$ cat src/logic/cell_params.svh
// constants for the register access cell bank
`ifndef CELL_PARAMS_SVH
`define CELL_PARAMS_SVH

// ==========================================================
// widths and address space
`define DATA_W 16
`define IDX_W 6
`define REG_COUNT 6'h20

// ==========================================================
// register indices, byte address is four times the index
`define IDX_CTRL 6'h00
`define IDX_STAT 6'h01
`define IDX_WO 6'h02
`define IDX_RWH 6'h03
`define IDX_VIRT 6'h04
`define IDX_LHSC 6'h05
`define IDX_LLSC 6'h06
`define IDX_LHMK 6'h07
`define IDX_LLMK 6'h08
`define IDX_IHSC 6'h09
`define IDX_ILSC 6'h0a
`define IDX_IHMK 6'h0b
`define IDX_ILMK 6'h0c
`define IDX_IEN 6'h0d
`define IDX_LOR 6'h0e
`define IDX_SC 6'h0f

// ==========================================================
// reset values and bus answers
`define WORD_RST 16'h0000
`define RESP_OKAY 2'h0
`define RESP_SLVERR 2'h2

`endif

$ cat src/logic/cell_pkg.sv
// types shared by the register access cell bank
`include "cell_params.svh"

package cell_pkg;
  typedef logic [`DATA_W-1:0] word_t;
  typedef enum {EV_LATCH_HIGH, EV_LATCH_LOW, EV_EDGE_RISE, EV_EDGE_FALL} ev_mode_e;
endpackage

$ cat src/logic/event_cell.sv
// latch and interrupt status cells, cleared by read or by written mask
`timescale 1ns/1ps

module event_cell #(
  parameter int W = 16,
  parameter cell_pkg::ev_mode_e MODE = cell_pkg::EV_LATCH_HIGH,
  parameter bit CLR_ON_READ = 1'b1
) (
  // clock and reset
  input wire logic core_clk,
  input wire logic rst_n,
  // hardware side
  input wire logic [W-1:0] sig,
  // software side
  input wire logic rd_clr,
  input wire logic wr_clr,
  input wire logic [W-1:0] wr_mask,
  output logic [W-1:0] q
);
  import cell_pkg::*;

  // ==========================================================
  // set and clear
  logic [W-1:0] prev;
  logic [W-1:0] next_prev;
  logic [W-1:0] next_q;
  logic [W-1:0] set;
  logic [W-1:0] clr;

  always_comb begin
    next_prev = sig;
    unique case (MODE)
      EV_LATCH_HIGH: set = sig;
      EV_LATCH_LOW: set = ~sig;
      EV_EDGE_RISE: set = sig & ~prev;
      EV_EDGE_FALL: set = ~sig & prev;
    endcase
    // mask cells ignore reads, read cells ignore writes
    if (CLR_ON_READ) begin
      clr = {W{rd_clr}};
    end else begin
      clr = wr_clr ? wr_mask : '0;
    end
    // set beats clear so an event in the clearing cycle survives
    next_q = (q & ~clr) | set;
  end

  // prev starts low, so a level already high at reset counts as a rise
  always_ff @(posedge core_clk) begin
    if (!rst_n) begin
      prev <= '0;
      q <= '0;
    end else begin
      prev <= next_prev;
      q <= next_q;
    end
  end
endmodule

$ cat src/logic/reg_cells.sv
// register file with one register per access cell type, on an AXI4-Lite slave
// Operation
// - rw cell readable, writable, drives hardware
// - read cell loaded via flop, writes ignored
// - write cell accepts software writes
// - hardware-affected cell, hardware wins collisions
// - read-only cell set via one-cycle stage
// - virtual cell returns live signal, no storage
// - latch high, read returns then clears
// - latch low level, read clears
// - latch high, writing ones clears bits
// - latch low, cleared by written mask
// - rising edge sets, read clears
// - falling edge sets, read clears
// - rising and falling edge mask cells cleared only by written mask
// - enable cell gates interrupt sources
// - latch input first cycle after reset
// - write makes one-cycle strobe, readable
// - self-clearing cell drives hardware until done
// - words 00h to 1Fh, one word each
`timescale 1ns/1ps
`include "cell_params.svh"

module reg_cells #(
  parameter int ADDR_W = 8
) (
  // clock and reset
  input wire logic core_clk,
  input wire logic rst_n,
  // axi4-lite write
  input wire logic [ADDR_W-1:0] awaddr,
  input wire logic awvalid,
  output logic awready,
  input wire logic [31:0] wdata,
  input wire logic [3:0] wstrb,
  input wire logic wvalid,
  output logic wready,
  output logic [1:0] bresp,
  output logic bvalid,
  input wire logic bready,
  // axi4-lite read
  input wire logic [ADDR_W-1:0] araddr,
  input wire logic arvalid,
  output logic arready,
  output logic [31:0] rdata,
  output logic [1:0] rresp,
  output logic rvalid,
  input wire logic rready,
  // hardware inputs
  input wire cell_pkg::word_t hw_status_in,
  input wire cell_pkg::word_t hw_data,
  input wire logic hw_load,
  input wire cell_pkg::word_t direct_mux_read,
  input wire cell_pkg::word_t lat_src,
  input wire cell_pkg::word_t irq_src,
  input wire cell_pkg::word_t strap_in,
  input wire cell_pkg::word_t hw_done,
  // hardware outputs
  output cell_pkg::word_t ctrl_word,
  output cell_pkg::word_t wo_word,
  output cell_pkg::word_t rwh_word,
  output cell_pkg::word_t lor_word,
  output cell_pkg::word_t sc_word,
  output cell_pkg::word_t sc_strobe,
  output logic event_req
);
  import cell_pkg::*;

  // ==========================================================
  // bus state
  logic aw_full, next_aw_full;
  logic w_full, next_w_full;
  logic [`IDX_W-1:0] aw_idx, next_aw_idx;
  word_t wdata_q, next_wdata_q;
  logic [1:0] wstrb_q, next_wstrb_q;
  logic next_awready, next_wready, next_bvalid, next_arready, next_rvalid;
  logic [1:0] next_bresp, next_rresp;
  logic [31:0] next_rdata;
  logic do_wr, wr_ok, rd_fire;
  logic [`IDX_W-1:0] ar_idx;
  word_t bmask, rd_word;
  logic rd_err;

  assign ar_idx = araddr[`IDX_W+1:2];
  assign do_wr = aw_full && w_full && !bvalid;
  assign wr_ok = do_wr && (aw_idx < `REG_COUNT);
  assign rd_fire = arvalid && arready;
  assign bmask = {{8{wstrb_q[1]}}, {8{wstrb_q[0]}}};

  always_comb begin
    next_aw_full = aw_full ? !do_wr : (awvalid && awready);
    next_aw_idx = (awvalid && awready) ? awaddr[`IDX_W+1:2] : aw_idx;
    next_w_full = w_full ? !do_wr : (wvalid && wready);
    next_wdata_q = (wvalid && wready) ? wdata[15:0] : wdata_q;
    next_wstrb_q = (wvalid && wready) ? wstrb[1:0] : wstrb_q;
    next_bvalid = do_wr || (bvalid && !bready);
    next_bresp = do_wr ? (wr_ok ? `RESP_OKAY : `RESP_SLVERR) : bresp;
    next_awready = !next_aw_full && !next_bvalid;
    next_wready = !next_w_full && !next_bvalid;
    next_rvalid = rd_fire || (rvalid && !rready);
    next_rdata = rd_fire ? {16'h0000, rd_word} : rdata;
    next_rresp = rd_fire ? (rd_err ? `RESP_SLVERR : `RESP_OKAY) : rresp;
    next_arready = !next_rvalid;
  end

  always_ff @(posedge core_clk) begin
    if (!rst_n) begin
      aw_full <= 1'b0;
      w_full <= 1'b0;
      aw_idx <= '0;
      wdata_q <= `WORD_RST;
      wstrb_q <= 2'h0;
      awready <= 1'b0;
      wready <= 1'b0;
      bvalid <= 1'b0;
      bresp <= `RESP_OKAY;
      arready <= 1'b0;
      rvalid <= 1'b0;
      rdata <= 32'h0000_0000;
      rresp <= `RESP_OKAY;
    end else begin
      aw_full <= next_aw_full;
      w_full <= next_w_full;
      aw_idx <= next_aw_idx;
      wdata_q <= next_wdata_q;
      wstrb_q <= next_wstrb_q;
      awready <= next_awready;
      wready <= next_wready;
      bvalid <= next_bvalid;
      bresp <= next_bresp;
      arready <= next_arready;
      rvalid <= next_rvalid;
      rdata <= next_rdata;
      rresp <= next_rresp;
    end
  end

  // ==========================================================
  // status cells
  word_t lhsc, llsc, lhmk, llmk, ihsc, ilsc, ihmk, ilmk;

  event_cell #(.W(`DATA_W), .MODE(EV_LATCH_HIGH), .CLR_ON_READ(1'b1)) u_lhsc (
    .core_clk(core_clk), .rst_n(rst_n), .sig(lat_src),
    .rd_clr(rd_fire && ar_idx == `IDX_LHSC), .wr_clr(1'b0), .wr_mask(bmask),
    .q(lhsc));
  event_cell #(.W(`DATA_W), .MODE(EV_LATCH_LOW), .CLR_ON_READ(1'b1)) u_llsc (
    .core_clk(core_clk), .rst_n(rst_n), .sig(lat_src),
    .rd_clr(rd_fire && ar_idx == `IDX_LLSC), .wr_clr(1'b0), .wr_mask(bmask),
    .q(llsc));
  event_cell #(.W(`DATA_W), .MODE(EV_LATCH_HIGH), .CLR_ON_READ(1'b0)) u_lhmk (
    .core_clk(core_clk), .rst_n(rst_n), .sig(lat_src),
    .rd_clr(1'b0), .wr_clr(wr_ok && aw_idx == `IDX_LHMK), .wr_mask(wdata_q & bmask),
    .q(lhmk));
  // latch-low mask cell is cleared by mask only, reads leave it alone
  event_cell #(.W(`DATA_W), .MODE(EV_LATCH_LOW), .CLR_ON_READ(1'b0)) u_llmk (
    .core_clk(core_clk), .rst_n(rst_n), .sig(lat_src),
    .rd_clr(1'b0), .wr_clr(wr_ok && aw_idx == `IDX_LLMK), .wr_mask(wdata_q & bmask),
    .q(llmk));
  event_cell #(.W(`DATA_W), .MODE(EV_EDGE_RISE), .CLR_ON_READ(1'b1)) u_ihsc (
    .core_clk(core_clk), .rst_n(rst_n), .sig(irq_src),
    .rd_clr(rd_fire && ar_idx == `IDX_IHSC), .wr_clr(1'b0), .wr_mask(bmask),
    .q(ihsc));
  event_cell #(.W(`DATA_W), .MODE(EV_EDGE_FALL), .CLR_ON_READ(1'b1)) u_ilsc (
    .core_clk(core_clk), .rst_n(rst_n), .sig(irq_src),
    .rd_clr(rd_fire && ar_idx == `IDX_ILSC), .wr_clr(1'b0), .wr_mask(bmask),
    .q(ilsc));
  event_cell #(.W(`DATA_W), .MODE(EV_EDGE_RISE), .CLR_ON_READ(1'b0)) u_ihmk (
    .core_clk(core_clk), .rst_n(rst_n), .sig(irq_src),
    .rd_clr(1'b0), .wr_clr(wr_ok && aw_idx == `IDX_IHMK), .wr_mask(wdata_q & bmask),
    .q(ihmk));
  event_cell #(.W(`DATA_W), .MODE(EV_EDGE_FALL), .CLR_ON_READ(1'b0)) u_ilmk (
    .core_clk(core_clk), .rst_n(rst_n), .sig(irq_src),
    .rd_clr(1'b0), .wr_clr(wr_ok && aw_idx == `IDX_ILMK), .wr_mask(wdata_q & bmask),
    .q(ilmk));

  // ==========================================================
  // software and hardware cells
  word_t stat, ien, next_ctrl, next_wo, next_rwh, next_stat, next_lor, next_sc;
  word_t next_strobe, next_ien, pending;
  logic lor_done, next_lor_done, next_event_req;

  assign pending = ihsc | ilsc | ihmk | ilmk;

  always_comb begin
    next_ctrl = ctrl_word;
    next_wo = wo_word;
    next_rwh = rwh_word;
    next_ien = ien;
    next_lor = lor_word;
    next_sc = sc_word & ~hw_done;
    next_strobe = `WORD_RST;
    next_stat = hw_status_in;
    next_lor_done = 1'b1;
    if (wr_ok) begin
      unique case (aw_idx)
        `IDX_CTRL: next_ctrl = (ctrl_word & ~bmask) | (wdata_q & bmask);
        `IDX_WO: next_wo = (wo_word & ~bmask) | (wdata_q & bmask);
        `IDX_RWH: next_rwh = (rwh_word & ~bmask) | (wdata_q & bmask);
        `IDX_IEN: next_ien = (ien & ~bmask) | (wdata_q & bmask);
        `IDX_LOR: next_lor = (lor_word & ~bmask) | (wdata_q & bmask);
        `IDX_SC: begin
          // a fresh command outranks a done from the previous one
          next_sc = (sc_word & ~bmask) | (wdata_q & bmask);
          next_strobe = wdata_q & bmask;
        end
        default: begin
          // read-only and read-clear cells drop the write, mask cells clear in their own instances
        end
      endcase
    end
    if (hw_load) begin
      next_rwh = hw_data;
    end
    if (!lor_done) begin
      next_lor = strap_in;
    end
    next_event_req = |(ien & pending);
  end

  always_ff @(posedge core_clk) begin
    if (!rst_n) begin
      ctrl_word <= `WORD_RST;
      wo_word <= `WORD_RST;
      rwh_word <= `WORD_RST;
      stat <= `WORD_RST;
      ien <= `WORD_RST;
      lor_word <= `WORD_RST;
      lor_done <= 1'b0;
      sc_word <= `WORD_RST;
      sc_strobe <= `WORD_RST;
      event_req <= 1'b0;
    end else begin
      ctrl_word <= next_ctrl;
      wo_word <= next_wo;
      rwh_word <= next_rwh;
      stat <= next_stat;
      ien <= next_ien;
      lor_word <= next_lor;
      lor_done <= next_lor_done;
      sc_word <= next_sc;
      sc_strobe <= next_strobe;
      event_req <= next_event_req;
    end
  end

  // ==========================================================
  // read multiplexer, write-only word reads back zero
  always_comb begin
    rd_err = !(ar_idx < `REG_COUNT);
    case (ar_idx)
      `IDX_CTRL: rd_word = ctrl_word;
      `IDX_STAT: rd_word = stat;
      `IDX_RWH: rd_word = rwh_word;
      `IDX_VIRT: rd_word = direct_mux_read;
      `IDX_LHSC: rd_word = lhsc;
      `IDX_LLSC: rd_word = llsc;
      `IDX_LHMK: rd_word = lhmk;
      `IDX_LLMK: rd_word = llmk;
      `IDX_IHSC: rd_word = ihsc;
      `IDX_ILSC: rd_word = ilsc;
      `IDX_IHMK: rd_word = ihmk;
      `IDX_ILMK: rd_word = ilmk;
      `IDX_IEN: rd_word = ien;
      `IDX_LOR: rd_word = lor_word;
      `IDX_SC: rd_word = sc_word;
      default: rd_word = `WORD_RST;
    endcase
  end
endmodule

$ cat config.mk
export PLATFORM = sky130hd
export DESIGN_NAME = reg_cells
export DESIGN_NICKNAME = d
export VERILOG_FILES = /design/src/logic/cell_pkg.sv /design/src/logic/event_cell.sv /design/src/logic/reg_cells.sv
export VERILOG_INCLUDE_DIRS = /design/src /design/src/logic
export SDC_FILE = /design/constraint.sdc
export NUM_CORES = 1
export LEC_CHECK = 0
export ABC_AREA = 1
export BUFFER_PORTS_ARGS = -buffer_cell sky130_fd_sc_hd__buf_4
export CELL_PAD_IN_SITES_DETAIL_PLACEMENT = 1
export CELL_PAD_IN_SITES_GLOBAL_PLACEMENT = 1
export CORE_ASPECT_RATIO = 0.7
export CORE_UTILIZATION = 40
export DETAILED_ROUTE_END_ITERATION = 10
export HOLD_SLACK_MARGIN = 0.03
export PLACE_DENSITY = 0.81
export RECOVER_POWER = 100
export SLEW_MARGIN = 10
export SYNTH_ARGS = -nofsm -noshare
export SYNTH_HDL_FRONTEND = slang
export SYNTH_HIERARCHICAL = 1
export SYNTH_SLANG_ARGS = --single-unit
$ cat constraint.sdc
create_clock -name core_clk -period 2 [get_ports core_clk]
set_clock_uncertainty 0.15 [all_clocks]
set_input_delay 0.1 -clock core_clk [delete_from_list [all_inputs] [get_ports core_clk]]
set_output_delay 0.1 -clock core_clk [all_outputs]
set_load 0.02 [all_outputs]
==> flow_summary.yaml, run 1 <==
run_status:
  status: "complete, but fails checks"
  violations: "negative setup slack"
sta:
  setup_ws_ns: -0.270
  slew_headroom: 0.365
  setup_viol_count_final: 60
  finalHoldViolations: 0
  rsz0062_at_grt: "true"
  finalCriticalPeriod_ns: 2.27
  finalCritPeriodShare: 1.14
  maxSlewViolCount: 0
  finalHoldWorstSlack_ns: 0.0396
  worst_pin_slew_ns: 0.951
  fmax_mhz: 440
route:
  wl_per_cell_um: 24.6
  drtIter0Drc: 2067
  wl_um: 85700
  via_per_inst: 5.59
  ant_nets: 0
  drtPass1Iterations: 5
  drc: 0
  vias: 19465
placed_design:
  io_buffers: 269
  place_congestion: 1.02
  dp_hpwl_um: 56400
  place_area_mm2: 0.0198
grt:
  grt_max_degree: 77
  antenna_found_initial: 6
  grt_pass1_vias: 19369
  grt_usage: 0.377
  grt_first_pass_wirelength_um: 120000
  overflow: 0
worst_setup_path:
  arrival_ns: 2.56
  crit_path_end_kind: "register"
  startpoint_type: "register"
  cp.required_ns: 2.29
  cp_slowest_cell: "dlygate4sd3_1"
  path_cells: "nand2_1 -> buf_4 -> o21ai_1 -> dlygate4sd3_1 -> a21oi_1"
  slowest_delay_ns: 0.74
  worstPathMaxFanout: 37
  path_class: "reg2reg"
clocking:
  insertion_delay_ns: 0.57
  cts_root_buffer: "clkbuf_16"
  cts_max_path_buffers: 3
  clock_sinks: 371
  cts.clk_slew.worst_paths_ns: 0.07
  cts_tree: "done"
  cts_buffers: 39
  h-tree-depth: 2
synth:
  yosys_warnings: 6
  synth-seq-area-share: 0.446
  synth_area_per_cell_um2: 6.96
  ys_types: 33
  synth_area_leaders: "dfxtp_1 45%, nand2_1 13%, inv_1 7.4%"
  synth_top_area_cell: "dfxtp_1"
  synth.top_cell.area_share: 0.446
  syn_inst: 2396
  synth_area_mm2: 0.0167
  ys_seq_elements: 371
floorplanning:
  die_h_um: 173
  fp.dieArea_mm2: 0.0425
  initial_core_util: 0.406
  design.core.area_mm2: 0.0410
  die_x_um: 246
  num_io_pins: 310
  core.rowCount: 62
layout:
  layout_commonest_cell: "nand2_1"
  final_area_mm2: 0.0233
  final_nets: 3077
  area_delta_synth_final_pct: 39.8
  nFillCells: 5130
  final_cell_mix: "562 x nand2_1, 398 x buf_4, 365 x dfxtp_1"
  drive_above_1_share: 0.238
pwr:
  power_density_mw_per_mm2: 787
  p_leak_uw: 0.0115
  peakVddDrop_mv: 0.652
min_path:
  min_path_type: "in2reg"
job:
  maxCapViolCount: 0
==> cells in the mapped netlist (all sizes together) <==
cell,n
buf,87
nor2,269
clkbuf,45
nand2,638
dfxtp,371
nor4,2
a21oi,194
nand3,219
or2,3
a22oi,6
o21ai,150
conb,1
and2,2
nand4,49
nor3,12
inv,346
clkinv,2
==> cell families (layout without fill, tap and decap cells) <==
group	Yosys count	count (layout)	share of synthesized area
and+or+nand+nor	1194	1194	0.308
buffers and inverters	480	1000	0.127
other	1	24	0.000225
DFF	371	371	0.446
AOI/OAI and AO/OA	350	350	0.119
==> power by group <==
group / leakage [µW] / switching [µW] / internal (µW)
sequential: 0.00306 / 359 / 7770
clock: 0.000654 / 3440 / 4480
combinational: 0.00781 / 1370 / 936
total: 0.0115 / 5160 / 13200
==> path summary, 6_finish.rpt <==
check | from | end | slack, ns | cells after the start
setup / recovery | wready | wstrb_q[0] | -0.27 | 5
hold reg to reg | u_ilsc/prev[5] | u_ilsc/q[5] | 0.30 | 2
hold / removal | direct_mux_read[5] | rdata[5] | 0.04 | 9
setup reg to reg | wready | wstrb_q[0] | -0.27 | 5
==> metrics by stage <==
stage	std cells	TNS (ns)	utilization	total power [µW]	worst slack [ns]
after floorplan	2413	0	-	9120	0.194
after global placement	3227	-0.0843	0.483	9990	-0.0843
after detailed placement	3227	-0.663	0.483	10100	-0.0761
after CTS	3457	-0.00248	0.556	18000	-0.00248
after global routing	3479	-7.51	0.568	18800	-0.296
final	3483	-3.69	0.568	18300	-0.270
==> worst max-delay path: cells and delay by family (launching register included) <==
family | cells | cell delay [ns]
buf+inv | 2 | 0.99
compound gates | 2 | 0.60
flops | 1 | 0.33
simple gates | 1 | 0.05
==> area by class of cell <==
cell class,instances,area [µm²],area share
Multi-Input combinational cell,1562,7470,0.321
Tap cell,544,681,0.0292
Timing Repair Buffer,583,5050,0.217
Clock buffer,50,1110,0.0476
Antenna cell,6,15.0,0.000644
Clock inverter,19,234,0.0100
Sequential cell,371,7440,0.319
Inverter,348,1310,0.0563
==> per-layer routing <==
layer,GRT usage,share of wire,vias to the layer above
met5,0,0,-
met4,0.160,0.057,0
met3,0.0816,0.11,331
met2,0.589,0.44,1193
met1,0.500,0.40,9453
li1,-,-,8488
==> what timing repair did <==
| action | CTS | global route |
|---|---|---|
| gates cloned | 0 | 2 |
| pin swaps | 1 | 23 |
| hold endpoints to repair | 310 | 0 |
| resized for setup | 5 | 95 |
| endpoints found under the setup margin | 29 | 150 |
| hold buffers | 160 | 0 |
| setup buffers | 1 | 18 |
No activity file was read; power rests on OpenSTA's default activity.
==> run 2: changes to the inputs <==
SETUP_SLACK_MARGIN = 0.3   (was default)
==> run 2 against run 1 <==
Compared with the run above:
- the flow still finishes with violations (negative setup slack)
- first-iteration DRC count increased by 17%
- critical path depth increased by 5
- final area increased by 1.7%
- clock power decreased by 2%
- sequential cell count unchanged
- sequential power about the same
- highest routed layer is now met5
==> flow_summary.yaml, run 2 (synthesized netlist as in run 1, its figures left out) <==
sta:
  finalCritPeriodShare: 1.06
  tns_ns: -1.71
  worst_pin_slew_ns: 0.991
  fmax_mhz: 472
  finalCriticalPeriod_ns: 2.12
  rsz0062_at_grt: "true"
  finalHoldViolations: 0
  maxSlewViolCount: 0
  setup_viol_count_final: 57
  setup_ws_ns: -0.118
  slew_headroom: 0.338
floorplanning:
  design.core.area_mm2: 0.0410
  die_x_um: 246
  core.rowCount: 62
  initial_core_util: 0.406
  die_h_um: 173
  num_io_pins: 310
  fp.dieArea_mm2: 0.0425
worst_setup_path:
  rr_startpoint: "aw_idx[4]"
  rrSetupSlack_ns: -0.12
  startpoint_type: "register"
  crit_path_end_kind: "register"
  cp.required_ns: 2.29
  arrival_ns: 2.41
  worstPathMaxFanout: 8
  path_class: "reg2reg"
  reg2reg_depth: 10
run_status:
  status: "complete, but fails checks"
  violations: "negative setup slack"
route:
  vias: 19676
  wl_um: 90200
  drc: 0
  via_per_inst: 5.68
  wl_per_cell_um: 26.0
  ant_nets: 0
  drtIter0Drc: 2427
  drtPass1Iterations: 6
clocking:
  cts_tree: "done"
  cts_buffers: 39
  insertion_delay_ns: 0.57
  clock_sinks: 371
  cts_max_path_buffers: 3
  cts.clk_slew.worst_paths_ns: 0.07
  cts_root_buffer: "clkbuf_16"
  h-tree-depth: 2
pwr:
  p_leak_uw: 0.0118
  power_density_mw_per_mm2: 771
  peakVddDrop_mv: 0.705
grt:
  grt_max_degree: 62
  grt_pass1_vias: 19542
  overflow: 0
  grt_usage: 0.390
  grt_first_pass_wirelength_um: 124000
  antenna_found_initial: 6
layout:
  final_area_mm2: 0.0237
  layout_commonest_cell: "nand2_1"
  final_cell_mix: "534 x nand2_1, 392 x buf_4, 364 x dfxtp_1"
  final_nets: 3065
  drive_above_1_share: 0.271
  stdcell_count: 3466
  post-route-util: 0.578
  area_delta_synth_final_pct: 42.3
placed_design:
  preCtsSetupSlack_ns: -0.0719
  place_area_mm2: 0.0198
  placed_cells: 3224
  dp_hpwl_um: 57300
  place_congestion: 0.997
  io_buffers: 269
job:
  maxCapViolCount: 0
min_path:
  hold_start: "direct_mux_read[10]"
  hold_depth: 9
  worstHoldEndpoint: "rdata[10]"
  min_path_type: "in2reg"
## run 2: worst max path at each step
stage | from | endpoint | slack [ns] | depth (start not counted)
after CTS | aw_idx[4] | register | 0.15 | 9
after global placement | araddr[4] | rdata[9] | -0.04 | 15
after global routing | aw_idx[4] | register | -0.14 | 10
final | aw_idx[4] | register | -0.12 | 10
after floorplan | aw_idx[5] | u_lhmk/q[8] | 0.30 | 10
after detailed placement | araddr[7] | rdata[3] | -0.07 | 12
## run 2: final cells by class
| cell class | instances | area [µm²] |
|---|---|---|
| repair buffers | 571 | 5050 |
| flip-flops and latches | 371 | 7440 |
| clock inverters | 14 | 155 |
| inverters | 348 | 1330 |
| diodes | 3 | 7.51 |
| fillers | 5024 | 17300 |
| multi-input cells | 1562 | 7900 |
| well taps | 544 | 681 |
| clock buffers | 53 | 1150 |
## run 2: where the power goes
group,switching (µW),internal [µW],leakage (µW)
Clock,3310,4420,0.000650
Sequential,391,7770,0.00306
Combinational,1450,932,0.00804
Total,5150,13100,0.0118
## run 2: worst max-delay path: stages, from the launching register on
cell,delay (ns)
dfxtp_2,0.34
nor2_4,0.14
inv_4,0.07
buf_4,0.13
buf_4,0.13
nor4_4,0.25
nand2_1,0.11
nand2_2,0.15
inv_4,0.09
nor2_1,0.35
nor2_1,0.08
## run 2: repair_timing
action,CTS,global route
gates cloned,5,2
hold buffers,136,0
pin swaps,7,27
hold endpoints to repair,317,0
gates resized for setup,132,164
endpoints found under the setup margin,180,205
buffers inserted,19,10
## run 2: metal layers
| metal | global-route usage | share of wire | wire (µm) |
|---|---|---|---|
| met1 | 0.519 | 0.39 | 35200 |
| met3 | 0.0838 | 0.11 | 9830 |
| met2 | 0.610 | 0.44 | 39900 |
| met5 | 0 | 0.00012 | 11 |
| met4 | 0.162 | 0.058 | 5260 |
## run 2: metrics by stage
step / power (µW) / hold slack (ns)
3_3_place_gp: 10000 / 0.141
5_1_grt: 18700 / 0.0842
4_1_cts: 17900 / 0.0374
6_report: 18300 / 0.0360
2_1_floorplan: 9120 / -0.0223
3_5_place_dp: 10100 / 0.139
==> run 3: changes to the inputs <==
PLACE_DENSITY = 0.83   (was 0.81)
SYNTH_HIERARCHICAL = default   (was 1)
clock period = 2.55 ns   (was 2 ns; I/O delays follow)
==> run 3 against run 2 <==
Compared with the run above:
- the run now ends clean
- critical path type is now in2reg
- worst hold slack better by 0.058 ns
- first-iteration DRC count down 31%
- combinational power down 40%
- register-to-register slack better by 0.37 ns
- critical path depth up 2
- final cell count down 16%
- clock-buffer cell count down 2
- via count down 17%
- non-clock buffer count down 77
- global-route usage down 0.72 points
- worst setup slack better by 0.32 ns
==> flow_summary.yaml, run 3 <==
floorplanning:
  num_io_pins: 310
  core.rowCount: 56
  die_x_um: 226
  design.core.area_mm2: 0.0340
  die_h_um: 159
  initial_core_util: 0.413
  fp.dieArea_mm2: 0.0358
synth:
  synth_ff_type: "dfxtp_1"
  ys_top_cells_by_count: "407 x nand2_1, 323 x dfxtp_1, 249 x nor2_1"
  synth_area_leaders: "dfxtp_1 46%, nand2_1 11%, a21oi_1 8.3%"
  ys_types: 30
  synthArstFlopShare: 0
  synth_area_per_cell_um2: 7.02
  synth_area_mm2: 0.0140
  synth_top_area_cell: "dfxtp_1"
  syn_inst: 1997
  yosys_warnings: 0
  synth-seq-area-share: 0.461
  synth_edf_count: 0
  synth.top_cell.area_share: 0.461
  yosysMostFrequentCell: "nand2_1"
  ys_seq_elements: 323
worst_setup_path:
  worstPathMaxFanout: 18
  path_class: "in2reg"
  crit_path_frequent_cell: "nand2_1"
  arrival_ns: 2.58
  rr_startpoint: "bvalid"
  reg2reg_depth: 8
  cp.buffers_inverters: 4
  crit_path_end_kind: "register"
  path_cells: "dlygate4sd3_1 -> clkbuf_1 -> inv_1 -> nand2_1 -> nor2_1 -> buf_4 -> nand3_1 -> nand2_1 -> nor2_1 -> nand2_1 -> o21ai_0 -> a21oi_1"
  slowest_delay_ns: 0.53
  cp_slowest_cell: "dlygate4sd3_1"
  rrSetupSlack_ns: 0.25
  startpoint_type: "primary input"
  cp.required_ns: 2.78
  critical-path-top-delay-family: "buffers and inverters"
layout:
  final_nets: 2595
  final_cell_mix: "403 x nand2_1, 321 x dfxtp_1, 249 x nor2_1"
  drive_above_1_share: 0.130
  layout_commonest_cell: "nand2_1"
  nFillCells: 4327
  area_delta_synth_final_pct: 35.7
route:
  ant_nets: 0
  drtPass1Iterations: 5
  wl_per_cell_um: 24.1
  wl_um: 70300
  via_per_inst: 5.64
  vias: 16427
  drc: 0
  drtIter0Drc: 1665
clocking:
  cts_max_path_buffers: 3
  h-tree-depth: 2
  cts_buffers: 34
  insertion_delay_ns: 0.55
  cts_tree: "done"
  cts.clk_slew.worst_paths_ns: 0.06
  clock_sinks: 323
  cts_root_buffer: "clkbuf_16"
run_status:
  status: "finished, final reports clean"
min_path:
  hold_depth: 2
  hold_start: "rst_n"
  min_path_type: "in2reg"
  worstHoldEndpoint: "lor_done"
sta:
  finalCriticalPeriod_ns: 2.34
  tns_ns: 0
  maxSlewViolCount: 0
  finalCritPeriodShare: 0.919
  rsz0062_at_grt: "false"
  setup_viol_count_final: 0
  fmax_mhz: 427
  slew_headroom: 0.404
  finalHoldWorstSlack_ns: 0.0940
  worst_pin_slew_ns: 0.893
  finalHoldViolations: 0
pwr:
  peakVddDrop_mv: 0.586
  total_power_uw: 12300
  power_density_mw_per_mm2: 647
  p_leak_uw: 0.00842
grt:
  grt_first_pass_wirelength_um: 101000
  grt_usage: 0.383
  overflow: 0
  grt_pass1_vias: 16410
  antenna_found_initial: 4
  grt_max_degree: 123
placed_design:
  place_congestion: 0.940
  dp_hpwl_um: 47200
  io_buffers: 269
job:
  maxCapViolCount: 0
[run 3: changes by cell type after synthesis, sizes merged, moves of 40 or more]
cell   delta
nand2   -228
inv     -157
nand3    -76
o21ai    +51
dfxtp    -48
a21oi    +40
[run 3: final cells by class]
type	instances	area (µm²)	share of cell area
Clock inverter	9	97.6	0.00513
Multi-Input combinational cell	1379	6370	0.335
Antenna cell	3	7.51	0.000394
Sequential cell	323	6470	0.340
Inverter	191	723	0.0380
Clock buffer	51	1080	0.0567
Tap cell	464	581	0.0305
Timing Repair Buffer	494	3710	0.195
[run 3: kinds of logic (layout without fill, tap and decap cells)]
group | count (synthesis) | after routing | share of synthesized area
buffers and inverters | 312 | 745 | 0.0934
other | 1 | 21 | 0.000267
AND/OR/NAND/NOR | 900 | 900 | 0.275
flip-flops | 323 | 323 | 0.461
AO/OA/AOI/OAI | 461 | 461 | 0.170
[run 3: worst max path at each step]
stage                         start        end  slack [ns]  cells past startpoint
final                     araddr[7]   rdata[0]        0.21                     12
after global routing      araddr[7]   rdata[3]        0.16                     12
after CTS                   awready  aw_idx[3]        0.32                      5
after detailed placement  araddr[2]  rdata[10]        0.40                     11
after global placement    araddr[2]   rdata[6]        0.44                     11
after floorplan             arready  rdata[10]        0.85                      6
[run 3: routing by layer]
layer,routed length (µm),share of wire,vias to the layer above,global-route usage
met5,0,0,-,0
met4,3210,0.046,0,0.159
met3,7330,0.10,194,0.105
met2,30500,0.43,905,0.597
met1,29200,0.42,7994,0.498
li1,-,-,7334,-
[run 3: report_power, final]
| group | internal [µW] | switching, µW |
|---|---|---|
| registers | 5290 | 246 |
| logic | 587 | 842 |
| clock network | 3130 | 2220 |
| total | 9000 | 3310 |
[run 3: worst reg2reg max path, stage by stage (launching register included)]
cell and delay (ns):
dfxtp_1 0.43, nor2_4 0.09, nand2_1 0.32, inv_4 0.14
nand2_2 0.20, clkinv_2 0.24, nand2_2 0.23, o21ai_0 0.16
a31o_1 0.21
[run 3: repair_timing]
item | CTS | global route
endpoints found under the setup margin | 0 | 63
setup buffers | 0 | 1
gates resized for setup | 0 | 26
hold buffers | 160 | 1
endpoints found under the hold margin | 254 | 1
[run 3: per-stage QoR]
stage / util / instance area [µm²] / worst slack, ns / std cells
after floorplan: - / 14100 / 0.849 / 2014
after global placement: 0.491 / 16700 / 0.443 / 2689
after detailed placement: 0.491 / 16700 / 0.398 / 2689
after CTS: 0.572 / 19400 / 0.319 / 2909
after global routing: 0.560 / 19000 / 0.162 / 2913
final: 0.560 / 19000 / 0.207 / 2914
